[config.mk]
export PLATFORM = sky130hd
export DESIGN_NAME = afr_top
export DESIGN_NICKNAME = d
export VERILOG_FILES = /design/src/logic/afr_pin_sync.v /design/src/logic/afr_top.v
export VERILOG_INCLUDE_DIRS = /design/src /design/src/logic
export SDC_FILE = /design/constraint.sdc
export NUM_CORES = 1
export LEC_CHECK = 0
export CAP_MARGIN = 30
export CORE_ASPECT_RATIO = 1.2
export CORE_MARGIN = 1.5
export CORE_UTILIZATION = 50
export DETAILED_ROUTE_END_ITERATION = 8
export DONT_BUFFER_PORTS = 1
export HOLD_SLACK_MARGIN = 0.1
export PLACE_DENSITY = 0.64
export SLEW_MARGIN = 10
export SYNTH_ARGS = -nofsm -noshare
export SYNTH_HDL_FRONTEND = slang
export SYNTH_SLANG_ARGS = --single-unit
[constraint.sdc]
create_clock -name clock -period 7.8 [get_ports clock]
set_input_delay 1.17 -clock clock [delete_from_list [all_inputs] [get_ports clock]]
set_output_delay 1.17 -clock clock [all_outputs]
set_load 0.05 [all_outputs]
[src/logic/afr_consts.vh]
// constants for the adc frame readout block
`ifndef AFR_CONSTS_VH
`define AFR_CONSTS_VH

// ----------------------------------------------------------------
// frame shape
// ----------------------------------------------------------------
`define AFR_WORD_BITS 24
`define AFR_FRAME_WORDS 6
`define AFR_WORD_LAST 3'd5
`define AFR_BIT_LAST 5'd23
`define AFR_CRC_WORD 3'd5
`define AFR_CMD_WORD 3'd0

// ----------------------------------------------------------------
// commands, crc and timing
// ----------------------------------------------------------------
`define AFR_CMD_NULL 24'h000000
`define AFR_PAD_BYTE 8'h00
`define AFR_CRC_INIT 16'hffff
`define AFR_CRC_POLY 16'h1021
`define AFR_OVERSAMPLING_RATIO 512
`define AFR_STATUS_RST 16'h0000

`endif

[src/logic/afr_pin_sync.v]
// pin synchroniser and edge finder for the serial link inputs
`default_nettype none

module afr_pin_sync
(
	// clock and reset
	input wire clock,
	input wire rst,
	// raw pins
	input wire sclk_pin,
	input wire cs_n_pin,
	input wire mosi_pin,
	// synchronised view
	output wire sclk_rise,
	output wire sclk_fall,
	output wire cs_fall,
	output wire cs_rise,
	output wire cs_low,
	output wire mosi_s
);

reg [1:0] sclk_meta_r;
reg [1:0] cs_meta_r;
reg [1:0] mosi_meta_r;
reg sclk_d_r;
reg cs_d_r;

// ----------------------------------------------------------------
// two flops per pin, then a third stage on sclk and cs for edge finding
// ----------------------------------------------------------------
always @(posedge clock or posedge rst)
begin
	if (rst)
	begin
		sclk_meta_r <= 2'h0;
		cs_meta_r <= 2'h3;
		mosi_meta_r <= 2'h0;
		sclk_d_r <= 1'b0;
		cs_d_r <= 1'b1;
	end
	else
	begin
		sclk_meta_r <= {sclk_meta_r[0], sclk_pin};
		cs_meta_r <= {cs_meta_r[0], cs_n_pin};
		mosi_meta_r <= {mosi_meta_r[0], mosi_pin};
		sclk_d_r <= sclk_meta_r[1];
		cs_d_r <= cs_meta_r[1];
	end
end

// sclk edges only count while the frame is selected
assign sclk_rise = sclk_meta_r[1] & ~sclk_d_r & ~cs_meta_r[1];
assign sclk_fall = ~sclk_meta_r[1] & sclk_d_r & ~cs_meta_r[1];
assign cs_fall = ~cs_meta_r[1] & cs_d_r;
assign cs_rise = cs_meta_r[1] & ~cs_d_r;
assign cs_low = ~cs_meta_r[1];
assign mosi_s = mosi_meta_r[1];

endmodule

`default_nettype wire

[src/logic/afr_top.v]
// adc frame readout: sample pacing, ready strobe and serial frame slave
`include "afr_consts.vh"
`default_nettype none

// How it works
// RQ1 - new sample set every oversampling ratio cycles
// RQ2 - ready line falls when set is ready
// RQ3 - host counts ready pulses in detection mode
// RQ4 - host buffers previous set before reading
// RQ5 - host drops chip select before frame
// RQ6 - frame is six words of three bytes
// RQ7 - host sends all-zero null command first
// RQ8 - response to previous command shifts out first
// RQ9 - null command answered with status contents
// RQ10 - host sends zero dummy bytes after command
// RQ11 - channels zero to three follow, msb first
// RQ12 - host clocks unused channel three fully
// RQ13 - last word holds crc, low byte zero
// RQ14 - host clocks the zero padded crc byte
// RQ15 - host checks crc from bytes sixteen, seventeen
// RQ16 - host raises chip select after frame
// RQ17 - host flags tamper above two events
// RQ18 - channel roles voltage, shunt, transformer current
// RQ19 - chip select held low whole frame
// RQ20 - samples are signed two's complement
module afr_top
#(
	parameter SW = `AFR_WORD_BITS,
	parameter OVERSAMPLING_RATIO = `AFR_OVERSAMPLING_RATIO
)
(
	// clock and reset
	input wire clock,
	input wire rst,
	// serial link from the host
	input wire sclk,
	input wire cs_n,
	input wire mosi,
	output reg miso_o,
	output reg miso_oe,
	output reg sample_ready_n,
	// converter core side
	input wire [SW-1:0] ch0_sample,
	input wire [SW-1:0] ch1_sample,
	input wire [SW-1:0] ch2_sample,
	input wire [SW-1:0] ch3_sample,
	input wire [15:0] status_word,
	input wire current_detect_mode,
	input wire detect_event,
	// last command word taken from the host
	output reg [SW-1:0] last_cmd,
	output reg frame_ok
);

localparam [9:0] RATIO_LAST = OVERSAMPLING_RATIO[9:0] - 10'h001;

wire sclk_rise;
wire sclk_fall;
wire cs_fall;
wire cs_rise;
wire cs_low;
wire mosi_s;

reg [9:0] ratio_cnt_r;
reg [SW-1:0] ch_r [0:3];
reg [SW-1:0] resp_r;
reg [SW-1:0] cmd_sh_r;
reg [15:0] crc_r;
reg [2:0] word_r;
reg [4:0] bit_r;
reg done_r;
reg pend_r;
reg [SW-1:0] word_nxt;
integer i;

// ----------------------------------------------------------------
// helpers
// ----------------------------------------------------------------
function [15:0] crc_step;
	input [15:0] c;
	input b;
	begin
		crc_step = {c[14:0], 1'b0} ^ ((c[15] ^ b) ? `AFR_CRC_POLY : 16'h0000);
	end
endfunction

afr_pin_sync u_sync
(
	.clock(clock),
	.rst(rst),
	.sclk_pin(sclk),
	.cs_n_pin(cs_n),
	.mosi_pin(mosi),
	.sclk_rise(sclk_rise),
	.sclk_fall(sclk_fall),
	.cs_fall(cs_fall),
	.cs_rise(cs_rise),
	.cs_low(cs_low),
	.mosi_s(mosi_s)
);

// ----------------------------------------------------------------
// sample pacing
// ----------------------------------------------------------------
wire ratio_tick = (ratio_cnt_r == RATIO_LAST); // RQ1
wire new_set = current_detect_mode ? detect_event : ratio_tick;

always @(posedge clock or posedge rst)
begin
	if (rst)
		ratio_cnt_r <= 10'h000;
	else if (ratio_tick)
		ratio_cnt_r <= 10'h000; // RQ1
	else
		ratio_cnt_r <= ratio_cnt_r + 10'h001;
end

// a set is never swapped under a running frame; it waits for the end, and is never taken in detection mode
always @(posedge clock or posedge rst)
begin
	if (rst)
	begin
		for (i = 0; i < 4; i = i + 1)
			ch_r[i] <= {SW{1'b0}};
		pend_r <= 1'b0;
		sample_ready_n <= 1'b1;
	end
	else
	begin
		if ((new_set | pend_r) & ~cs_low & ~current_detect_mode)
		begin
			ch_r[0] <= ch0_sample;
			ch_r[1] <= ch1_sample;
			ch_r[2] <= ch2_sample;
			ch_r[3] <= ch3_sample;
		end
		if (new_set & cs_low)
			pend_r <= 1'b1;
		else if (~cs_low)
			pend_r <= 1'b0;
		if (new_set)
			sample_ready_n <= 1'b0; // RQ2
		else if (cs_fall)
			sample_ready_n <= 1'b1; // RQ2
	end
end

// ----------------------------------------------------------------
// outgoing word select
// ----------------------------------------------------------------
always @*
begin
	case (word_r)
		`AFR_CMD_WORD: word_nxt = resp_r; // RQ8
		3'd1: word_nxt = ch_r[0]; // RQ11
		3'd2: word_nxt = ch_r[1]; // RQ11
		3'd3: word_nxt = ch_r[2]; // RQ11
		3'd4: word_nxt = ch_r[3]; // RQ11
		`AFR_CRC_WORD: word_nxt = {crc_r, `AFR_PAD_BYTE}; // RQ13
		default: word_nxt = {SW{1'b0}};
	endcase
end

// ----------------------------------------------------------------
// serial frame: data out on rising sclk, mosi taken on falling sclk
// ----------------------------------------------------------------
always @(posedge clock or posedge rst)
begin
	if (rst)
	begin
		miso_o <= 1'b0;
		miso_oe <= 1'b0;
		word_r <= 3'h0;
		bit_r <= 5'h00;
		done_r <= 1'b0;
		crc_r <= `AFR_CRC_INIT;
		cmd_sh_r <= {SW{1'b0}};
	end
	else if (cs_fall)
	begin
		miso_o <= 1'b0;
		miso_oe <= 1'b1;
		word_r <= 3'h0;
		bit_r <= 5'h00;
		done_r <= 1'b0;
		crc_r <= `AFR_CRC_INIT;
	end
	else if (cs_rise)
	begin
		miso_oe <= 1'b0;
		miso_o <= 1'b0;
	end
	else
	begin
		// msb first within each word
		if (sclk_rise & ~done_r)
		begin
			miso_o <= word_nxt[`AFR_BIT_LAST - bit_r]; // RQ11
			if (word_r != `AFR_CRC_WORD)
				crc_r <= crc_step(crc_r, word_nxt[`AFR_BIT_LAST - bit_r]);
		end
		if (sclk_fall & ~done_r)
		begin
			if (word_r == `AFR_CMD_WORD)
				cmd_sh_r <= {cmd_sh_r[SW-2:0], mosi_s};
			if (bit_r == `AFR_BIT_LAST)
			begin
				bit_r <= 5'h00;
				if (word_r == `AFR_WORD_LAST)
					done_r <= 1'b1; // RQ6
				else
					word_r <= word_r + 3'h1;
			end
			else
				bit_r <= bit_r + 5'h01;
		end
	end
end

// ----------------------------------------------------------------
// command capture and the response for the next frame
// ----------------------------------------------------------------
// a cut-short frame leaves the pending response untouched
always @(posedge clock or posedge rst)
begin
	if (rst)
	begin
		resp_r <= {`AFR_STATUS_RST, `AFR_PAD_BYTE};
		last_cmd <= {SW{1'b0}};
		frame_ok <= 1'b0;
	end
	else if (cs_rise)
	begin
		frame_ok <= done_r; // RQ6
		if (done_r)
		begin
			last_cmd <= cmd_sh_r;
			if (cmd_sh_r == `AFR_CMD_NULL)
				resp_r <= {status_word, `AFR_PAD_BYTE}; // RQ9
			else
				resp_r <= cmd_sh_r;
		end
	end
end

endmodule

`default_nettype wire

Yosys cells after proc, flatten, opt, wreduce, memory -nomap -nowiden
Index checks and enable logic that the tools add are counted.
- add/subtract/negate cells: 4
- order comparisons: 1
- eq/ne operators: 10
- muxes and demuxes: 34
- bitwise gates (word level): 22
- reduce and logical (&&, ||, !) cells: 17
- operators with widths (kind ; count):
    $pmux 24 s6 ; 1
    $mux 16 ; 4
    $logic_not 24->1 ; 1
    $mux 24 ; 1
    $mux 5 ; 4
    $mux 1 ; 16
    $reduce_bool 2->1 ; 8
    $xor 16x13->16 ; 1
    $mux 3 ; 5
    $mux 13 ; 1
    $reduce_and 4->1 ; 3
    $and 1x1->1 ; 11
    $add 10x1->10 const B ; 1
    $eq 10x9->1 const B ; 1
    $mux 10 ; 1
    $not 1->1 ; 8
    $eq 3x2->1 const B ; 2
    $eq 3x3->1 const B ; 2
    $lt 5x6->1 const B ; 1
    $add 5x1->5 const B ; 1
    $bmux 1 s5 ; 1
    $eq 5x5->1 const B ; 1
    $sub 5x5->5 const A ; 1
    $ne 2x2->1 const B ; 2
    9 further kinds ; 10
- bits in registers: 216
- bits of input ports: 119

Depth between registers and ports, before layout
- word-level depth: 11
- depth in mapped cells: 13

Cells and area by module
Synthesis repeated with hierarchy kept, for this count alone.
- cells, all modules: 772
- area, all modules: 9431.5 um2
- by module, submodules not included (module ; instances ; cells each ; area each (um2)):
    afr_top ; 1 ; 758 ; 9192.6
    afr_pin_sync ; 1 ; 14 ; 239.0

Worst setup path after synthesis
Ideal clock, no wire load.
- path type: flip-flop to flip-flop
- from: register word_r[2]
- to: register crc_r[12]
- setup time: 0.092 ns
- arrival time: 2.438 ns
- data required time: 7.708 ns
- setup slack: 5.270 ns
- cell stages (with the launch flop): 13
- period minus slack after synthesis: 2.530 ns
- cells stage by stage: dfrtp_1 > buf_12 > inv_2 > ha_1 > buf_4 > clkbuf_1 > o41ai_1 > a31oi_1 > nand4_4 > a2111o_1 > and4bb_4 > xnor2_1 > a21oi_1
- cells in the longest elaborated chain, start to end: 11
- elaborated cells on any way between the ends: 19
- those cells by class: eq/ne (6); mux (8); bitwise (2); reduce/logical (3)
- RTL lines (item ; RTL line ; RTL):
    from (decl) ; afr_top.v:69 ; reg [2:0] word_r;
    from (signal assigned) ; afr_top.v:212 ; word_r <= word_r + 3'h1;
    $eq 3x3->1 (tied with other cells) ; afr_top.v:153 ; case (word_r)
    $pmux 24 s6 ; afr_top.v:153 ;
    $bmux 1 s5 ; afr_top.v:200 ; crc_r <= crc_step(crc_r, word_nxt[`AFR_BIT_LAST - bit_r]);
    $mux 1 ; afr_top.v:200 ;
    $xor 1x1->1 ; afr_top.v:83 ; crc_step = {c[14:0], 1'b0} ^ ((c[15] ^ b) ? `AFR_CRC_POLY : 16'h0000);
    $mux 13 ; afr_top.v:83 ;
    $xor 16x13->16 ; afr_top.v:83 ;
    $mux 16 ; afr_top.v:199 ; if (word_r != `AFR_CRC_WORD)
    $mux 16 ; afr_top.v:196 ; if (sclk_rise & ~done_r)
    $mux 16 ; afr_top.v:188 ; else if (cs_rise)
    $mux 16 ; afr_top.v:179 ; else if (cs_fall)
    to (signal assigned) ; afr_top.v:176 ; crc_r <= `AFR_CRC_INIT;
    to (signal assigned) ; afr_top.v:186 ; crc_r <= `AFR_CRC_INIT;
    to (signal assigned) ; afr_top.v:200 ;
    to (decl) ; afr_top.v:68 ; reg [15:0] crc_r;
Parallel ways exist; a longest one is shown, timed or not. The select of a mux whose other input is x is not followed.
A chain may end at the register's enable or synchronous reset.

Final worst setup path
- from: register word_r[0]
- to: register crc_r[12]
The elaborated chain is that of the path after synthesis.

==> results.json <==
{
  "outcome": "finished, final reports clean",
  "clock-sinks": 216,
  "drcViolationCount": 0,
  "rows": 55,
  "first_global_vias": 6600,
  "critical_path.max_stage_delay_ns": 0.58,
  "synthArstFlopShare_pct": 100,
  "tritoncts": "done",
  "antenna_found_initial": 9,
  "synth.net_count": 962,
  "timing.max_slew.rel_slack_pct": 42.3,
  "clk_root_buffer_cell": "clkbuf_16",
  "grt_max_degree": 138,
  "drt_pre_antenna_iters": 6,
  "syn_area_per_cell_um2": 11.6,
  "cts_post_setup_buffers_inserted": 0,
  "post_synth_instance_area_mm2": 0.00966,
  "setup_viol_count_final": 0,
  "finish.cell_count_without_fillers": 1097,
  "avgRoutedWirePerCell_um": 21.0,
  "crit_type": "flop to flop",
  "p_comb_share_pct": 22.9,
  "yosys_warnings": 0,
  "grt_pass1_wl_mm": 36.2,
  "synthDominantAreaCellType": "dfrtp_1",
  "die_area_mm2": 0.0202,
  "endpoint_kind": "flop",
  "p_sw_share_pct": 30.8,
  "netSwitchingPower_uw": 1070,
  "vias": 6277,
  "power.internal_uw": 2390,
  "die-width_um": 130,
  "drive_above_1_share_pct": 23.0,
  "syn_to_final_growth_pct": 10.5,
  "layout_worst_path_cycle_share_pct": 42.5,
  "max_cap_violations": 0,
  "crit_fanout": 17,
  "report.final.slew_viol_count": 0,
  "ordered_cell_list_for_the_critical_path": "inv_1, ha_1, nor2b_4, a221o_1, a221oi_1, o311a_1, a2111o_1, and4bb_4, xnor2_1, a21oi_1",
  "numPortBuffers": 0,
  "p_seq_share_pct": 43.7,
  "route.detailed.vias_per_inst": 5.72,
  "power.density_cell_area_mw_per_mm2": 324,
  "cts_hold_buffers": 0,
  "gr-total-overflow": 0,
  "power_share_of_the_clock_group_pct": 33.4,
  "netlist.area_leader.share_pct": 50.8,
  "clock_tree_skew_after_final_layout_ns": 0.0168,
  "dp_cells": 1042,
  "prevailing_post_synth_register_cell": "dfrtp_1",
  "post_synth_main_area_contributors": "dfrtp_1, mux2_2, dfstp_2",
  "post_synth_edffs": 0,
  "post_cts_resize_count": 0,
  "dp_hpwl_mm": 16.2,
  "die-height_um": 155,
  "worst_skew_pair.late_latency_ns": 0.52,
  "grt_use_total_pct": 23.1,
  "final-hold-violation-count": 0,
  "total_negative_slack_for_setup_checks_ns": 0,
  "post_synth_num_cell_types": 66,
  "antenna_violating_nets_post_route": 0,
  "hold_crit_class": "flop to flop",
  "initial_core_util_pct": 51.1,
  "core-area_mm2": 0.0189,
  "clk_pin_slew_worst_paths_ns": 0.07,
  "max-clock-path-buffers": 3,
  "cellLeakagePower_uw": 0.00478,
  "final.min_clock_period_ns": 3.32,
  "postSynthCellCount": 833,
  "clock.fmax_mhz": 302,
  "required_ns": 8.23,
  "numCtsBuffers": 23,
  "worst_ep_arrival_time_ns": 3.75,
  "filler_cell_count": 1569,
  "peak_supply_drop_v": 0.000165,
  "crit_path_start_kind": "flop",
  "route.final.wire_length_mm": 23.0,
  "worstMarginPinSlew_ns": 0.866,
  "final_net_count": 944,
  "htreeDepth": 1,
  "detailedRoute.firstIterationViolations": 464,
  "yosysSeqAreaShare_pct": 56.2,
  "ioPinCount": 147,
  "rsz_0062_raised_after_global_routing": "false",
  "timing.critical_path.slowest_stage_cell": "ha_1",
  "gp_routability_congestion": 0.902,
  "synth_seq_cells": 216
}
[critical path, delay by kind of cell (launching register included)]
family / cells / cell delay, ns
compound gates: 5 / 1.27
simple gates: 2 / 0.78
fa+ha+maj: 1 / 0.58
flops: 1 / 0.42
buf+inv: 1 / 0.10
xor+xnor: 1 / 0.08
[sequential cells by signal (all words and copies together), names as in the netlist]
register and count:
u_sync.cs_meta_r 2, ch_r 96, u_sync.sclk_d_r 1, miso_oe 1, done_r 1, u_sync.mosi_meta_r 2, crc_r 16, miso_o 1
u_sync.cs_d_r 1, frame_ok 1, word_r 3, resp_r 24, u_sync.sclk_meta_r 2, cmd_sh_r 24, bit_r 5, sample_ready_n 1
last_cmd 24, ratio_cnt_r 10, pend_r 1
[final cells by class]
type | instances | area, µm² | area share [%]
flip-flops and latches | 216 | 5430 | 50.9
repair buffers | 14 | 185 | 1.73
inverters | 12 | 52.6 | 0.492
clock buffers | 31 | 626 | 5.86
multi-input cells | 548 | 3870 | 36.2
diodes | 9 | 22.5 | 0.211
clock inverters | 11 | 175 | 1.64
well taps | 256 | 320 | 3.00
[per-stage QoR]
step	cell area (µm²)	hold slack [ns]	utilization (%)	worst slack (ns)	power (µW)
global placement	9720	0.333	51.4	4.39	2270
finish	10700	0.349	56.4	4.48	3460
global route	10700	0.361	56.4	4.29	3630
floorplan	9660	0.331	-	0.755	2110
detailed placement	9780	0.339	51.7	4.52	2300
CTS	10600	0.356	55.9	4.51	3470
[logic make-up (layout without fill, tap and decap cells)]
group / count (synthesis) / count (layout) / synth area share (%)
and+or+nand+nor: 240 / 240 / 11.1
DFF: 216 / 216 / 56.2
AOI/OAI and AO/OA: 147 / 147 / 10.2
muxes: 139 / 139 / 16.2
buffers and inverters: 69 / 68 / 3.94
xor gates and xnor gates: 12 / 12 / 1.09
adders and majority gates: 10 / 10 / 1.29
other: 0 / 9 / 0
[synth_stat cells, types with 13 or more instances]
cell type and number:
clkbuf_1 31, nand2_1 131, nand3_1 23, a222oi_1 13, o21ai_0 27, mux2_1 26, dfrtp_1 196, dfstp_2 20
mux2_2 112, a21oi_1 48, nor2_1 44
[path summary, 6_finish.rpt]
check | startpoint | to | slack, ns | cells past startpoint
hold reg to reg | u_sync.mosi_meta_r[0]$_DFF_PP0_ | u_sync.mosi_meta_r[1]$_DFF_PP0_ | 0.35 | 0
setup reg to reg | word_r[0]$_DFFE_PP0P_ | crc_r[12]$_DFFE_PP1P_ | 4.48 | 10
min in group asynchronous | rst | ch_r[89]$_DFFE_PP0P_ | 0.41 | 1
hold / removal | u_sync.mosi_meta_r[0]$_DFF_PP0_ | u_sync.mosi_meta_r[1]$_DFF_PP0_ | 0.35 | 0
max in group asynchronous | rst | resp_r[18]$_DFFE_PP0P_ | 5.96 | 4
setup / recovery | word_r[0]$_DFFE_PP0P_ | crc_r[12]$_DFFE_PP1P_ | 4.48 | 10
[power by group through the flow]
stage | combinational, µW | sequential [µW] | clock [µW]
floorplan | 661 | 1450 | 0
global placement | 750 | 1520 | 0
detailed placement | 773 | 1530 | 0
CTS | 779 | 1510 | 1180
global route | 866 | 1540 | 1230
finish | 793 | 1510 | 1160
[layout by cell type (no fill, tap or decap), types with 11 or more instances in the layout]
cell,instances
a21oi_1,48
a222oi_1,13
a22oi_1,11
clkbuf_16,23
dfrtp_1,196
dfstp_2,20
mux2_1,26
mux2_2,112
nand2_1,130
nand3_1,23
nor2_1,44
o21ai_0,27
[metal layers]
| layer | share of wire [%] | vias to the layer above | wire (µm) | GRT usage, % |
|---|---|---|---|---|
| met3 | 7.6 | 50 | 1740 | 6.81 |
| li1 | - | 2946 | - | - |
| met2 | 48 | 187 | 10900 | 36.7 |
| met1 | 41 | 3090 | 9530 | 30.2 |
| met4 | 3.3 | 4 | 756 | 7.94 |
| met5 | 0.087 | - | 20 | 0 |
Power figures use the tool's default switching activity.
